## config.mk

```make
export PLATFORM = sky130hd
export DESIGN_NAME = udbr_top
export DESIGN_NICKNAME = d
export VERILOG_FILES = /design/src/hdl/udbr_rxfifo.v /design/src/hdl/udbr_top.v
export VERILOG_INCLUDE_DIRS = /design/src /design/src/common
export SDC_FILE = /design/constraint.sdc
export NUM_CORES = 1
export LEC_CHECK = 0
export ABC_AREA = 1
export ABC_CLOCK_PERIOD_IN_PS = 3020
export BUFFER_PORTS_ARGS = -buffer_cell sky130_fd_sc_hd__clkbuf_2
export CORE_MARGIN = 8
export CORE_UTILIZATION = 43
export DETAILED_ROUTE_END_ITERATION = 12
export PLACE_DENSITY = 0.79
export SYNTH_ARGS = -nofsm -noshare
export SYNTH_HDL_FRONTEND = slang
export SYNTH_SLANG_ARGS = --single-unit
```

## constraint.sdc

```tcl
create_clock -name CLK -period 3.02 [get_ports CLK]
set_clock_uncertainty 0.1 [all_clocks]
set_input_delay 0.453 -clock CLK [delete_from_list [all_inputs] [get_ports CLK]]
set_output_delay 0.453 -clock CLK [all_outputs]
set_load 0.1 [all_outputs]
```

## src/common/udbr_defs.vh

```
// constants for the serial port data buffer and register block
`ifndef UDBR_DEFS_VH
`define UDBR_DEFS_VH

// ----------------------------------------------------------------
// register indices (byte address is four times the index)
// ----------------------------------------------------------------
`define UDBR_IDX_RX_LOW 5'h00
`define UDBR_IDX_RX_HIGH 5'h01
`define UDBR_IDX_TX_LOW 5'h02
`define UDBR_IDX_TX_HIGH 5'h03
`define UDBR_IDX_STATUS 5'h04
`define UDBR_IDX_CTRL_A 5'h05
`define UDBR_IDX_CTRL_B 5'h06
`define UDBR_IDX_CTRL_C 5'h07
`define UDBR_IDX_BAUD 5'h08
`define UDBR_IDX_DBG 5'h0B
`define UDBR_IDX_EVENT_INPUT_CONTROL 5'h0C
`define UDBR_IDX_TXPL 5'h0D
`define UDBR_IDX_RXPL 5'h0E
`define UDBR_IDX_IRQ_STATUS 5'h10
`define UDBR_IDX_IRQ_MASK 5'h11

// ----------------------------------------------------------------
// field positions
// ----------------------------------------------------------------
`define UDBR_ST_RXC 7
`define UDBR_ST_TXC 6
`define UDBR_ST_DRE 5
`define UDBR_CB_RECEIVER_ENABLE 7
`define UDBR_CB_TXEN 6
`define UDBR_CB_RXMODE_HI 2
`define UDBR_CB_RXMODE_LO 1
`define UDBR_CC_CMODE_HI 7
`define UDBR_CC_CMODE_LO 6
`define UDBR_CC_PMODE_HI 5
`define UDBR_CC_PMODE_LO 4
`define UDBR_CC_CHARACTER_SIZE_HI 2
`define UDBR_CC_CHARACTER_SIZE_LO 0
`define UDBR_IRQ_RX 0
`define UDBR_IRQ_OVF 1
`define UDBR_IRQ_DRE 2
`define UDBR_IRQ_TXC 3

// ----------------------------------------------------------------
// encodings
// ----------------------------------------------------------------
`define UDBR_CHARACTER_SIZE_5 3'h0
`define UDBR_CHARACTER_SIZE_6 3'h1
`define UDBR_CHARACTER_SIZE_7 3'h2
`define UDBR_CHARACTER_SIZE_9_LOW 3'h6
`define UDBR_CHARACTER_SIZE_9_HIGH 3'h7
`define UDBR_CMODE_MSPI 2'h3
`define UDBR_PMODE_OFF 2'h0
`define UDBR_RXMODE_LIN 2'h3

// ----------------------------------------------------------------
// reset values
// ----------------------------------------------------------------
`define UDBR_RST_BYTE 8'h00
`define UDBR_RST_BAUD 16'h0000
`define UDBR_RST_IRQ 4'h0
`define UDBR_RST_ENTRY 12'h000

`endif

```

## src/hdl/udbr_rxfifo.v

```verilog
// two-entry receive queue with registered head entry
module udbr_rxfifo (
  input wire clk,
  input wire nrst,
  input wire flush,
  input wire push,
  input wire [11:0] push_data,
  input wire pop,
  output wire [11:0] head,
  output wire [1:0] count
);

`include "udbr_defs.vh"

  reg [23:0] ent_q;
  wire [23:0] ent_d;
  reg [1:0] cnt_q;
  reg [1:0] cnt_d;
  wire do_pop;
  wire [1:0] wpos;

  assign do_pop = pop && (cnt_q != 2'h0);
  assign wpos = do_pop ? (cnt_q - 2'h1) : cnt_q;

  // ----------------------------------------------------------------
  // per-entry next value
  // ----------------------------------------------------------------
  genvar i;
  generate
    for (i = 0; i < 2; i = i + 1) begin : g_ent
      wire [11:0] upper;
      if (i == 0) begin : g_lo
        assign upper = ent_q[23:12];
      end else begin : g_hi
        assign upper = `UDBR_RST_ENTRY;
      end
      assign ent_d[i*12 +: 12] =
        (push && (wpos == i)) ? push_data :
        (do_pop ? upper : ent_q[i*12 +: 12]);
    end
  endgenerate

  always @* begin
    cnt_d = cnt_q;
    if (flush) begin
      cnt_d = 2'h0;
    end else if (push && !do_pop) begin
      cnt_d = cnt_q + 2'h1;
    end else if (do_pop && !push) begin
      cnt_d = cnt_q - 2'h1;
    end
  end

  always @(posedge clk or negedge nrst) begin
    if (!nrst) begin
      ent_q <= {`UDBR_RST_ENTRY, `UDBR_RST_ENTRY};
      cnt_q <= 2'h0;
    end else begin
      ent_q <= flush ? {`UDBR_RST_ENTRY, `UDBR_RST_ENTRY} : ent_d;
      cnt_q <= cnt_d;
    end
  end

  assign head = ent_q[11:0];
  assign count = cnt_q;

endmodule

```

## src/hdl/udbr_top.v

```verilog
// serial port data buffers, flags and register file on AHB-Lite
//
// Summary of operation
// - two-deep receive queue advances on data reads
// - receive complete flag means queue not empty
// - overrun: queue full, char waiting, new start
// - master SPI masks overrun, framing, parity flags
// - framing error from first stop bit only
// - parity error only when parity checking enabled or in LIN mode
// - LIN mode parity reports identifier check
// - LIN ninth bit: identifier zero, response one
// - low byte write accepted only when empty
// - buffer moves to shifter when enabled, empty, and no high byte is pending
// - short characters: upper bits dropped, read zero
// - low byte write clears empty flag, set at reset
// - receiver disable flushes queue and error flags
//
// Our own choice: register access over AHB-Lite.
module udbr_top (
  input wire CLK,
  input wire NRST,
  input wire HSEL,
  input wire [31:0] HADDR,
  input wire [1:0] HTRANS,
  input wire HWRITE,
  input wire [2:0] HSIZE,
  input wire [31:0] HWDATA,
  input wire HREADY,
  output wire HREADYOUT,
  output reg [31:0] HRDATA,
  output wire HRESP,
  input wire RX_CHAR_VALID,
  input wire [8:0] RX_CHAR_DATA,
  input wire RX_CHAR_STOP1,
  input wire RX_CHAR_PARITY_ERROR_FLAG,
  input wire RX_CHAR_RESP,
  input wire RX_START_DET,
  input wire TX_SHIFT_EMPTY,
  input wire TX_SHIFT_DONE,
  output wire TX_LOAD,
  output wire [8:0] TX_DATA,
  output wire [7:0] CFG_INTERRUPT_AND_LINE_CONTROL,
  output wire [7:0] CFG_ENABLE_AND_RECEIVE_MODE_CONTROL,
  output wire [7:0] CFG_FRAME_FORMAT_CONTROL,
  output wire [15:0] CFG_BAUD,
  output wire [7:0] CFG_DBG,
  output wire [7:0] CFG_EVENT_INPUT_CONTROL,
  output wire [7:0] CFG_TXPL,
  output wire [6:0] CFG_RXPL,
  output wire IRQ
);

`include "udbr_defs.vh"

  // ----------------------------------------------------------------
  // configuration registers
  // ----------------------------------------------------------------
  reg [7:0] interrupt_and_line_control_q;
  reg [7:0] enable_and_receive_mode_control_q;
  reg [7:0] frame_format_control_q;
  reg [15:0] baud_q;
  reg [7:0] dbg_q;
  reg [7:0] event_input_control_q;
  reg [7:0] txpl_q;
  reg [6:0] rxpl_q;
  reg [3:0] irq_st_q;
  reg [3:0] irq_mask_q;

  wire receiver_enable;
  wire txen;
  wire mspi;
  wire lin;
  wire par_en;
  wire [2:0] character_size;
  wire is9;
  wire low_first;

  assign receiver_enable = enable_and_receive_mode_control_q[`UDBR_CB_RECEIVER_ENABLE];
  assign txen = enable_and_receive_mode_control_q[`UDBR_CB_TXEN];
  assign mspi =
    (frame_format_control_q[`UDBR_CC_CMODE_HI:`UDBR_CC_CMODE_LO] == `UDBR_CMODE_MSPI);
  assign lin =
    (enable_and_receive_mode_control_q[`UDBR_CB_RXMODE_HI:`UDBR_CB_RXMODE_LO] == `UDBR_RXMODE_LIN);
  assign par_en =
    (frame_format_control_q[`UDBR_CC_PMODE_HI:`UDBR_CC_PMODE_LO] != `UDBR_PMODE_OFF);
  assign character_size = frame_format_control_q[`UDBR_CC_CHARACTER_SIZE_HI:`UDBR_CC_CHARACTER_SIZE_LO];
  assign low_first = (character_size == `UDBR_CHARACTER_SIZE_9_LOW);
  assign is9 = low_first || (character_size == `UDBR_CHARACTER_SIZE_9_HIGH);

  // drop bits above the character size
  function [7:0] size_mask;
    input [7:0] d;
    input [2:0] cs;
    begin
      case (cs)
        `UDBR_CHARACTER_SIZE_5: size_mask = d & 8'h1F;
        `UDBR_CHARACTER_SIZE_6: size_mask = d & 8'h3F;
        `UDBR_CHARACTER_SIZE_7: size_mask = d & 8'h7F;
        default: size_mask = d;
      endcase
    end
  endfunction

  // ----------------------------------------------------------------
  // AHB-Lite slave: one wait state on every transfer
  // ----------------------------------------------------------------
  reg dp1_q;
  reg wr_q;
  reg [4:0] idx_q;
  reg mapped_q;
  reg [31:0] rd_d;
  wire take;
  wire wr_now;
  wire rd_now;

  assign take = HSEL && HTRANS[1] && HREADY;
  assign HREADYOUT = !dp1_q;
  assign HRESP = 1'b0;
  assign wr_now = dp1_q && wr_q && mapped_q;
  assign rd_now = dp1_q && !wr_q && mapped_q;

  always @(posedge CLK or negedge NRST) begin
    if (!NRST) begin
      dp1_q <= 1'b0;
      wr_q <= 1'b0;
      idx_q <= 5'h00;
      mapped_q <= 1'b0;
    end else begin
      dp1_q <= take;
      if (take) begin
        wr_q <= HWRITE;
        idx_q <= HADDR[6:2];
        mapped_q <= (HADDR[31:7] == 25'h0000000);
      end
    end
  end

  wire wr_txl;
  wire wr_txh;
  wire wr_st;
  wire wr_irq_st;
  assign wr_txl = wr_now && (idx_q == `UDBR_IDX_TX_LOW);
  assign wr_txh = wr_now && (idx_q == `UDBR_IDX_TX_HIGH);
  assign wr_st = wr_now && (idx_q == `UDBR_IDX_STATUS);
  assign wr_irq_st = wr_now && (idx_q == `UDBR_IDX_IRQ_STATUS);

  always @(posedge CLK or negedge NRST) begin
    if (!NRST) begin
      interrupt_and_line_control_q <= `UDBR_RST_BYTE;
      enable_and_receive_mode_control_q <= `UDBR_RST_BYTE;
      frame_format_control_q <= `UDBR_RST_BYTE;
      baud_q <= `UDBR_RST_BAUD;
      dbg_q <= `UDBR_RST_BYTE;
      event_input_control_q <= `UDBR_RST_BYTE;
      txpl_q <= `UDBR_RST_BYTE;
      rxpl_q <= 7'h00;
      irq_mask_q <= `UDBR_RST_IRQ;
    end else if (wr_now) begin
      case (idx_q)
        `UDBR_IDX_CTRL_A: interrupt_and_line_control_q <= HWDATA[7:0];
        `UDBR_IDX_CTRL_B: enable_and_receive_mode_control_q <= HWDATA[7:0] & 8'hDF;
        `UDBR_IDX_CTRL_C: frame_format_control_q <= HWDATA[7:0];
        `UDBR_IDX_BAUD: baud_q <= HWDATA[15:0];
        `UDBR_IDX_DBG: dbg_q <= HWDATA[7:0] & 8'h01;
        `UDBR_IDX_EVENT_INPUT_CONTROL: event_input_control_q <= HWDATA[7:0] & 8'h01;
        `UDBR_IDX_TXPL: txpl_q <= HWDATA[7:0];
        `UDBR_IDX_RXPL: rxpl_q <= HWDATA[6:0];
        `UDBR_IDX_IRQ_MASK: irq_mask_q <= HWDATA[3:0];
        default: irq_mask_q <= irq_mask_q;
      endcase
    end
  end

  // ----------------------------------------------------------------
  // receive path
  // ----------------------------------------------------------------
  reg wait_vld_q;
  reg [11:0] wait_q;
  wire [11:0] head;
  wire [1:0] count;
  wire rd_rxl;
  wire rd_rxh;
  wire pop;
  wire space;
  wire push;
  wire [11:0] push_data;
  wire [11:0] inc_entry;
  wire inc_framing_error_flag;
  wire inc_parity_error_flag;
  wire inc_d8;
  wire ovf_evt;
  wire flush;

  assign flush = !receiver_enable;
  assign rd_rxl = rd_now && (idx_q == `UDBR_IDX_RX_LOW);
  assign rd_rxh = rd_now && (idx_q == `UDBR_IDX_RX_HIGH);
  // advance on the second read of the pair
  assign pop = low_first ? rd_rxh : rd_rxl;
  assign space = (count != 2'h2) || pop;

  // first stop bit only, stop-bit count setting not consulted
  assign inc_framing_error_flag = !RX_CHAR_STOP1 && !mspi;
  assign inc_parity_error_flag = !mspi && (lin || par_en) && RX_CHAR_PARITY_ERROR_FLAG;
  assign inc_d8 = lin ? RX_CHAR_RESP : (is9 && RX_CHAR_DATA[8]);
  assign inc_entry = {1'b0, inc_framing_error_flag, inc_parity_error_flag, inc_d8,
                      size_mask(RX_CHAR_DATA[7:0], character_size)};

  assign ovf_evt = receiver_enable && !mspi && RX_START_DET && wait_vld_q &&
                   (count == 2'h2);
  assign push = receiver_enable && space && (wait_vld_q || RX_CHAR_VALID);
  // a start seen while the waiting char moves in still marks it
  assign push_data = wait_vld_q ? {wait_q[11] || ovf_evt, wait_q[10:0]} :
                     inc_entry;

  always @(posedge CLK or negedge NRST) begin
    if (!NRST) begin
      wait_vld_q <= 1'b0;
      wait_q <= `UDBR_RST_ENTRY;
    end else if (flush) begin
      wait_vld_q <= 1'b0;
      wait_q <= `UDBR_RST_ENTRY;
    end else if (wait_vld_q && push) begin
      wait_vld_q <= RX_CHAR_VALID;
      wait_q <= inc_entry;
    end else if (RX_CHAR_VALID && !push) begin
      // lost character keeps the overrun mark of the one it replaces
      wait_vld_q <= 1'b1;
      wait_q <= {(wait_vld_q && wait_q[11]) || ovf_evt, inc_entry[10:0]};
    end else if (ovf_evt) begin
      wait_q[11] <= 1'b1;
    end
  end

  udbr_rxfifo u_rxfifo (
    .clk(CLK),
    .nrst(NRST),
    .flush(flush),
    .push(push),
    .push_data(push_data),
    .pop(pop),
    .head(head),
    .count(count)
  );

  wire receive_complete_flag;
  assign receive_complete_flag = (count != 2'h0);

  // ----------------------------------------------------------------
  // transmit path
  // ----------------------------------------------------------------
  reg [7:0] txb_q;
  reg tx9_q;
  reg data_register_empty_flag_q;
  reg hi_pend_q;
  reg txcif_q;
  wire tx_ok_low;
  wire tx_ok_high;
  wire txc_evt;

  assign tx_ok_low = wr_txl && data_register_empty_flag_q;
  assign tx_ok_high = wr_txh && (data_register_empty_flag_q || hi_pend_q);
  assign TX_LOAD = !data_register_empty_flag_q && txen && TX_SHIFT_EMPTY &&
                   !hi_pend_q;
  assign TX_DATA = {tx9_q && is9 && !mspi, txb_q};
  assign txc_evt = TX_SHIFT_DONE && (data_register_empty_flag_q || TX_LOAD);

  always @(posedge CLK or negedge NRST) begin
    if (!NRST) begin
      txb_q <= `UDBR_RST_BYTE;
      tx9_q <= 1'b0;
      data_register_empty_flag_q <= 1'b1;
      hi_pend_q <= 1'b0;
      txcif_q <= 1'b0;
    end else begin
      if (tx_ok_low) begin
        txb_q <= size_mask(HWDATA[7:0], character_size);
        data_register_empty_flag_q <= 1'b0;
        hi_pend_q <= low_first;
      end else if (TX_LOAD) begin
        data_register_empty_flag_q <= 1'b1;
      end
      if (tx_ok_high) begin
        tx9_q <= HWDATA[0];
        if (!tx_ok_low) begin
          hi_pend_q <= 1'b0;
        end
      end
      // set wins over a write-one clear
      if (txc_evt) begin
        txcif_q <= 1'b1;
      end else if (wr_st && HWDATA[`UDBR_ST_TXC]) begin
        txcif_q <= 1'b0;
      end
    end
  end

  // ----------------------------------------------------------------
  // interrupt status, mask and output
  // ----------------------------------------------------------------
  wire [3:0] irq_evt;
  assign irq_evt[`UDBR_IRQ_RX] = push;
  assign irq_evt[`UDBR_IRQ_OVF] = ovf_evt;
  assign irq_evt[`UDBR_IRQ_DRE] = TX_LOAD;
  assign irq_evt[`UDBR_IRQ_TXC] = txc_evt;

  always @(posedge CLK or negedge NRST) begin
    if (!NRST) begin
      irq_st_q <= `UDBR_RST_IRQ;
    end else begin
      irq_st_q <= (irq_st_q & ~(wr_irq_st ? HWDATA[3:0] : 4'h0)) |
                  irq_evt;
    end
  end

  assign IRQ = |(irq_st_q & irq_mask_q);

  // ----------------------------------------------------------------
  // read data
  // ----------------------------------------------------------------
  always @* begin
    rd_d = 32'h00000000;
    case (idx_q)
      `UDBR_IDX_RX_LOW: rd_d[7:0] = head[7:0];
      `UDBR_IDX_RX_HIGH: rd_d[7:0] = {receive_complete_flag, head[11] && receive_complete_flag, 3'h0,
                                      head[10] && receive_complete_flag,
                                      head[9] && receive_complete_flag, head[8]};
      `UDBR_IDX_TX_LOW: rd_d[7:0] = txb_q;
      `UDBR_IDX_STATUS: rd_d[7:0] = {receive_complete_flag, txcif_q, data_register_empty_flag_q, 5'h00};
      `UDBR_IDX_CTRL_A: rd_d[7:0] = interrupt_and_line_control_q;
      `UDBR_IDX_CTRL_B: rd_d[7:0] = enable_and_receive_mode_control_q;
      `UDBR_IDX_CTRL_C: rd_d[7:0] = frame_format_control_q;
      `UDBR_IDX_BAUD: rd_d[15:0] = baud_q;
      `UDBR_IDX_DBG: rd_d[7:0] = dbg_q;
      `UDBR_IDX_EVENT_INPUT_CONTROL: rd_d[7:0] = event_input_control_q;
      `UDBR_IDX_TXPL: rd_d[7:0] = txpl_q;
      `UDBR_IDX_RXPL: rd_d[6:0] = rxpl_q;
      `UDBR_IDX_IRQ_STATUS: rd_d[3:0] = irq_st_q;
      `UDBR_IDX_IRQ_MASK: rd_d[3:0] = irq_mask_q;
      default: rd_d = 32'h00000000;
    endcase
  end

  always @(posedge CLK or negedge NRST) begin
    if (!NRST) begin
      HRDATA <= 32'h00000000;
    end else if (rd_now) begin
      HRDATA <= rd_d;
    end else if (dp1_q) begin
      HRDATA <= 32'h00000000;
    end
  end

  // ----------------------------------------------------------------
  // configuration outputs
  // ----------------------------------------------------------------
  assign CFG_INTERRUPT_AND_LINE_CONTROL = interrupt_and_line_control_q;
  assign CFG_ENABLE_AND_RECEIVE_MODE_CONTROL = enable_and_receive_mode_control_q;
  assign CFG_FRAME_FORMAT_CONTROL = frame_format_control_q;
  assign CFG_BAUD = baud_q;
  assign CFG_DBG = dbg_q;
  assign CFG_EVENT_INPUT_CONTROL = event_input_control_q;
  assign CFG_TXPL = txpl_q;
  assign CFG_RXPL = rxpl_q;

endmodule
```

==> metrics.md, run 1 <==
| Metric | Value |
|---|---|
| Final design utilization | `53.4%` |
| Multi-input combinational cell area | `2720 sq um` |
| Layout overhead on the synthesized area | `21.2%` |
| Port-buffer cells | `151` |
| Count leader, synth | `nand2_1` |
| Longest Clk Path Bufs | `2` |
| Max Cap Viol | `0` |
| Top cells by area, synth | `dfrtp_1 (52%), nand2_1 (14%), o21ai_0 (6.8%), buf_4 (3.8%), nand3_1 (3.7%)` |
| Leakage | `0.00424 uW` |
| Netlist cell types | `42` |
| FF+latch area | `3480 sq um` |
| Antenna Cells | `0` |
| Post-CTS sizing | `0` |
| Crit start category | `flip-flop` |
| Initial core utilization | `44.0%` |
| Area after DPL | `7520 sq um` |
| # IOs | `206` |
| CTS root buf | `clkbuf_16` |
| TritonCTS clock tree | `yes` |
| Die area | `19800 sq um` |
| # setup viols final | `0` |
| Max Clk Rate | `0.366 GHz` |
| P per Cell Area | `757 nW/um^2` |
| Fin. Hold Viols | `0` |
| Hold Path Class | `input port to flip-flop` |
| Synth cell count leaders | `nand2_1 (242), dfrtp_1 (138), o21ai_0 (91)` |
| Pre-antenna DRT Iters | `7` |
| Die extent in x | `141 microns` |
| Number of flops mapped to enable cells by yosys | `0` |
| FILL cells | `1428` |
| Post-synth top area share | `51.6%` |
| Status | `finished clean` |
| Type of the worst setup path | `flip-flop to flip-flop` |
| Setup tns final | `0 ps` |
| Top FF cell, synth | `dfrtp_1` |
| Ys Warns | `0` |
| Data required, critical path | `3250 ps` |
| Synthesized area per cell | `8.47 sq um` |
| Clock Sinks | `139` |
| Share of layout cells above drive strength 1 | `23.3%` |
| RSZ-0062 raised after global routing | `no` |
| Clock edge transition at the registers on the reported setup and hold paths | `60 ps` |
| Core Area | `15200 sq um` |
| Register area share after synthesis | `52.0%` |
| Final worst path period need | `2730 ps` |
| Final Slew Violations | `0` |
| #FFs+latches synth | `139` |
| Final wirelength | `20000 microns` |
| Synth Instances | `791` |
| Residual DRC | `0` |
| Via/cell ratio | `5.40` |
| Async S/R FF share, synth | `100%` |
| Final #Nets | `1035` |
| TritonCTS buffer count | `17` |
| Mapped cell area | `6700 sq um` |
| Avg WL per Cell | `17.5 microns` |
| Final ANT Viol Nets | `0` |
| First-pass GRT wire length | `31500 microns` |
| Vias in the first global route | `5795` |
| # rows | `45` |
| Worst VDD drop | `0.494 mV` |
| Routability cong. | `0.968` |
| Worst-path fanout max | `26` |
| GRT overflow | `0` |
| 1st-iter DRT viols | `587` |
| Dominant cell type by area after synthesis | `dfrtp_1` |
| Worst slew pin tran | `911 ps` |
| Period utilization | `90.4%` |
| Fin area | `8120 sq um` |
| Clk_lat worst skew | `420 ps` |
| Slew HR | `39.2%` |
| Initial antenna violation count | `0` |
| GR Util All Layers | `20.3%` |
| Die Ht | `141 microns` |
| H-tree depth | `4` |
| Via count | `6160` |
| Largest net degree at the start of global routing | `75` |
| Crit end category | `flip-flop` |
| Critical path arrival | `2960 ps` |
| Hpwl dp | `14900 microns` |
==> registers in the layout, summed over array words and instances (netlist names), 8 cells and up <==
register and count:
CFG_BAUD 16, HRDATA 16, CFG_FRAME_FORMAT_CONTROL 8, u_rxfifo.ent_q 24, wait_q 12, CFG_INTERRUPT_AND_LINE_CONTROL 8
CFG_TXPL 8, txb_q 8
==> kinds of logic after synthesis <==
kind of cell / after synthesis / share of synthesized area (%)
buffers and inverters: 124 / 9.19
and+or+nand+nor: 354 / 23.0
AOI/OAI and AO/OA: 163 / 14.1
muxes: 8 / 1.35
adders and majority gates: 2 / 0.374
other: 1 / 0.0560
DFF: 139 / 52.0
==> per-layer routing <==
metal  share of wire (%)  vias up  track usage (%)
met1                  42     2919             26.4
li1                    -     2878                -
met4                 2.3        0             7.86
met3                 9.5       37             5.33
met5                   0        -                0
met2                  47      326             31.7
==> layout make-up <==
| type | instances | area share (%) |
|---|---|---|
| Tap cell | 188 | 2.90 |
| Clock inverter | 6 | 1.42 |
| Multi-Input combinational cell | 559 | 33.5 |
| Inverter | 65 | 3.01 |
| Clock buffer | 22 | 5.84 |
| Sequential cell | 139 | 42.9 |
| Timing Repair Buffer | 161 | 10.5 |
==> worst paths after layout <==
path | start | end | slack, ps | depth (start not counted)
min in group asynchronous | NRST | CFG_TXPL[3] | 390 | 2
min | HADDR[5] | idx_q[3] | 130 | 3
max | idx_q[0] | u_rxfifo.ent_q[23] | 290 | 8
max reg2reg | idx_q[0] | u_rxfifo.ent_q[23] | 290 | 8
max in group asynchronous | NRST | data_register_empty_flag_q | 1690 | 3
min reg2reg | HRDATA[4] | HRDATA[4] | 380 | 2
==> power by group <==
part	internal (uW)	switching (uW)	total (uW)	leakage, uW
clock	1350	750	2100	0.000284
sequential	2150	194	2350	0.00152
combinational	441	1260	1700	0.00244
==> worst max-delay path: stages (launching register included) <==
cell,delay [ps]
dfrtp_1,590
nor2_1,100
nand3_1,160
nand2_2,100
nand3_2,110
nor2_2,50
nor2_2,690
nand2_1,490
o22ai_1,250
==> metrics by stage <==
step	setup WS [ps]	hold WS, ps	std cells	power (uW)
after floorplan	46.5	57.4	822	3670
after global placement	351	263	1111	4000
after detailed placement	332	264	1111	4050
after CTS	300	118	1140	6160
after global routing	76.2	145	1140	6450
final	289	133	1140	6150
==> what timing repair did <==
| item | 4_1_cts | 5_1_grt |
|---|---|---|
| setup buffers | 0 | 0 |
| hold buffers | 1 | 0 |
| endpoints found under the hold margin | 34 | 0 |
==> layout by cell type (no fill, tap or decap), types with 7 or more instances in the layout <==
master and count:
a221oi_1 7, o22ai_1 20, clkbuf_2 150, nor2_1 21
o21ai_1 14, inv_1 53, a32o_1 8, clkbuf_16 17
o21ai_0 90, nand2_1 242, buf_4 8, nand4_1 10
inv_2 9, dfrtp_1 138, a21oi_1 13, nand3_1 49
conb_1 32
No activity file was read; power rests on OpenSTA's default activity.
==> inputs of run 2 (changes only) <==
Settings changed: ABC_AREA 1 to unset, PLACE_DENSITY 0.79 to 0.78.
==> run 2 against run 1 <==
Compared with the run above: combinational power fell by 38%; flip-flop and latch count did not move; design area rose by 8.1%; hold slack got worse by 88 ps; core utilization rose by 0.090 points; worst setup slack got worse by 45 ps; critical path depth did not move; critical endpoint is now u_rxfifo.ent_q[0]; largest cell class unchanged.
==> metrics.md, run 2 <==
| Metric | Value |
|---|---|
| Synth Instances | `664 (-16%)` |
| Worst R2R Start | `u_rxfifo.count[0]` |
| Port-buffer cells | `151 (unchanged)` |
| Type of the worst setup path | `flip-flop to flip-flop` |
| Via/cell ratio | `5.72 (+5.9%)` |
| Critical R2R Capture | `u_rxfifo.ent_q[0]` |
| Clock Sinks | `139 (unchanged)` |
| Die area | `21000 sq um (+6.1%)` |
| Mapped cell area | `7160 sq um (+6.9%)` |
| Worst slew pin tran | `916 ps (+5.36 ps)` |
| # setup viols final | `0 (unchanged)` |
| RSZ-0062 raised after global routing | `no` |
| P_int | `3600 uW (-8.7%)` |
| Share of layout cells above drive strength 1 | `36.7% (+13 points)` |
| Post-CTS sizing | `0 (unchanged)` |
| Setup Buffers After CTS | `0 (unchanged)` |
| Dominant cell type by area after synthesis | `dfrtp_1` |
| Critical path arrival | `2990 ps (+30 ps)` |
| Crit end category | `flip-flop` |
| CTS root buf | `clkbuf_16` |
| Longest Clk Path Bufs | `2 (unchanged)` |
| Clock power frac | `41.3% (+7.2 points)` |
| Netlist cell types | `70 (+67%)` |
| Comb pwr share | `19.9% (-7.8 points)` |
| TritonCTS clock tree | `yes` |
| Synthesized area per cell | `10.8 sq um (+27%)` |
| Top reg by flops | `u_rxfifo.ent_q` |
| First-pass GRT wire length | `34500 microns (+9.5%)` |
| Most frequent cells in the layout | `clkbuf_2 (150), dfrtp_1 (136), mux2_2 (73)` |
| P per Cell Area | `600 nW/um^2 (-21%)` |
| Initial antenna violation count | `0 (unchanged)` |
| CTS Hold Bufs | `0 (-1)` |
| # rows | `47 (+4.4%)` |
| Dpl cells | `1025 (-7.7%)` |
| Number of flops mapped to enable cells by yosys | `0 (unchanged)` |
| Worst R2R Setup Slack | `240 ps (-50 ps)` |
| R2r worst-path depth | `8 (unchanged)` |
| Worst VDD drop | `0.425 mV (-14%)` |
| Status | `finished clean` |
| Max Cap Viol | `0 (unchanged)` |
| Largest net degree at the start of global routing | `100 (+33%)` |
| Die extent in x | `145 microns (+3.0%)` |
| Avg WL per Cell | `20.7 microns (+18%)` |
| Place WS | `271 ps (-61.3 ps)` |
| Pre-antenna DRT Iters | `5 (-2)` |
| H-tree depth | `4 (unchanged)` |
| Max Clk Rate | `0.360 GHz (-1.6%)` |
| Residual DRC | `0 (unchanged)` |
| Total Power | `5260 uW (-14%)` |
| Commonest non-fill, non-tap cell in the layout | `clkbuf_2` |
| Crit start category | `flip-flop` |
| Synth cell count leaders | `dfrtp_1 (138), mux2_2 (73), nand2_1 (57)` |
| Clk_lat worst skew | `420 ps (about the same)` |
| Ys Warns | `0 (unchanged)` |
| Setup tns final | `0 ps (unchanged)` |
| Final ANT Viol Nets | `0 (unchanged)` |
| Slew HR | `38.9% (-0.29 points)` |
| Count leader, synth | `dfrtp_1` |
| Top FF cell, synth | `dfrtp_1` |
| Post-synth top area share | `48.3% (-3.3 points)` |
| Fin. Hold Viols | `0 (unchanged)` |
| GRT overflow | `0 (unchanged)` |
| Routability cong. | `0.934 (-3.5%)` |
| Final design utilization | `53.5% (+0.090 points)` |
| Final wirelength | `21900 microns (+9.5%)` |
| Sw frac | `31.7% (-4.2 points)` |
| Die Ht | `145 microns (+3.0%)` |
| 1st-iter DRT viols | `624 (+6.3%)` |
| Total net switching power | `1670 uW (-24%)` |
| Reg power frac | `38.7% (+0.5 points)` |
| Via count | `6051 (-1.8%)` |
| Final setup margin | `244 ps (-45.5 ps)` |
| Final worst path period need | `2780 ps (+45.5 ps)` |
| Hold Path Class | `input port to async pin` |
| Hpwl dp | `15800 microns (+6.4%)` |
| Leakage | `0.00418 uW (-1.5%)` |
| # IOs | `206 (unchanged)` |
| Async S/R FF share, synth | `100% (unchanged)` |
| Finished Layout Cells | `1057 (-7.3%)` |
| Largest register FFs | `24 (unchanged)` |
| Core Area | `16400 sq um (+7.9%)` |
| Period utilization | `91.9% (+1.5 points)` |
| GR Util All Layers | `20.6% (+0.37 points)` |
| Antenna Cells | `0 (unchanged)` |
| Top cells by area, synth | `dfrtp_1 (48%), mux2_2 (11%), buf_4 (3.4%), nand2_1 (3.0%), mux2i_1 (2.2%)` |
| Layout overhead on the synthesized area | `22.6%` |
| Vias in the first global route | `6032 (+4.1%)` |
| TritonCTS buffer count | `17 (unchanged)` |
| #FFs+latches synth | `139 (unchanged)` |
| Initial core utilization | `43.6% (-0.44 points)` |
| Data required, critical path | `3240 ps (about the same)` |
| Worst-path fanout max | `10 (-62%)` |
| Clock edge transition at the registers on the reported setup and hold paths | `50 ps (about the same)` |
| Final #Nets | `916 (-11%)` |
| Final Slew Violations | `0 (unchanged)` |
| Register area share after synthesis | `48.6% (-3.3 points)` |
-- run 2: cell count changes after synthesis, moves of 14 or more --
cell       previous run  this run
mux2_2                4        73
mux2i_1               0        16
and3_1                0        19
o21ai_0              91        28
inv_1                53        19
o2bb2ai_1             0        17
nand2_1             242        57
o22ai_1              20         1
clkbuf_1             15        29
nand3_1              49        29
-- run 2: critical path: stages, from the launching register on --
cell and delay, ps:
dfrtp_1 430, inv_1 120, ha_1 250, or4_4 450, or4_4 470, o211ai_2 200
a211oi_1 130, buf_4 220, a221oi_1 290
-- run 2: power groups by stage --
stage | clock network [uW] | registers (uW) | logic (uW)
after CTS | 2200 | 2030 | 1040
after global routing | 2290 | 2050 | 1110
final | 2180 | 2040 | 1050
after global placement | 0 | 2070 | 1020
after floorplan | 0 | 2180 | 639
after detailed placement | 0 | 2070 | 1030
-- run 2: routing by layer --
layer  global-route usage, %  up-vias  share of wire (%)
met2                    31.8      321                 46
met1                    26.8     2978                 42
li1                        -     2705                  -
met3                    5.50       47                8.3
met4                    9.26        0                3.1
met5                       0        -                  0
-- run 2: final cells by class --
cell class	instances	area [sq um]
flip-flops and latches	139	3480
inverters	20	75.1
clock buffers	23	478
multi-input cells	462	3310
repair buffers	184	1020
fillers	1439	7630
well taps	220	275
clock inverters	9	136
-- run 2: through the flow --
stage	hold slack, ps	instance area, sq um
after floorplan	57.4	7290
after global placement	361	8160
after detailed placement	362	8160
after CTS	87.2	8780
after global routing	127	8780
final	45.8	8780
-- run 2: worst max path at each step --
stage	slack (ps)	cells past startpoint	end	from
floorplan	210	6	wait_q[5]	CFG_FRAME_FORMAT_CONTROL[0]
global placement	310	8	u_rxfifo.ent_q[0]	u_rxfifo.count[0]
detailed placement	270	8	u_rxfifo.ent_q[0]	u_rxfifo.count[0]
CTS	240	8	u_rxfifo.ent_q[0]	u_rxfifo.count[0]
global route	130	8	u_rxfifo.ent_q[0]	u_rxfifo.count[0]
finish	240	8	u_rxfifo.ent_q[0]	u_rxfifo.count[0]
-- run 2: cell families after synthesis --
group / Yosys count / synth area share [%]
buffers and inverters: 94 / 6.94
multiplexers: 89 / 13.7
adder cells (fa/ha/maj): 2 / 0.350
flip-flops: 139 / 48.6
other: 1 / 0.0524
AO/OA/AOI/OAI: 131 / 14.4
AND/OR/NAND/NOR: 204 / 15.3
XOR/XNOR: 4 / 0.595
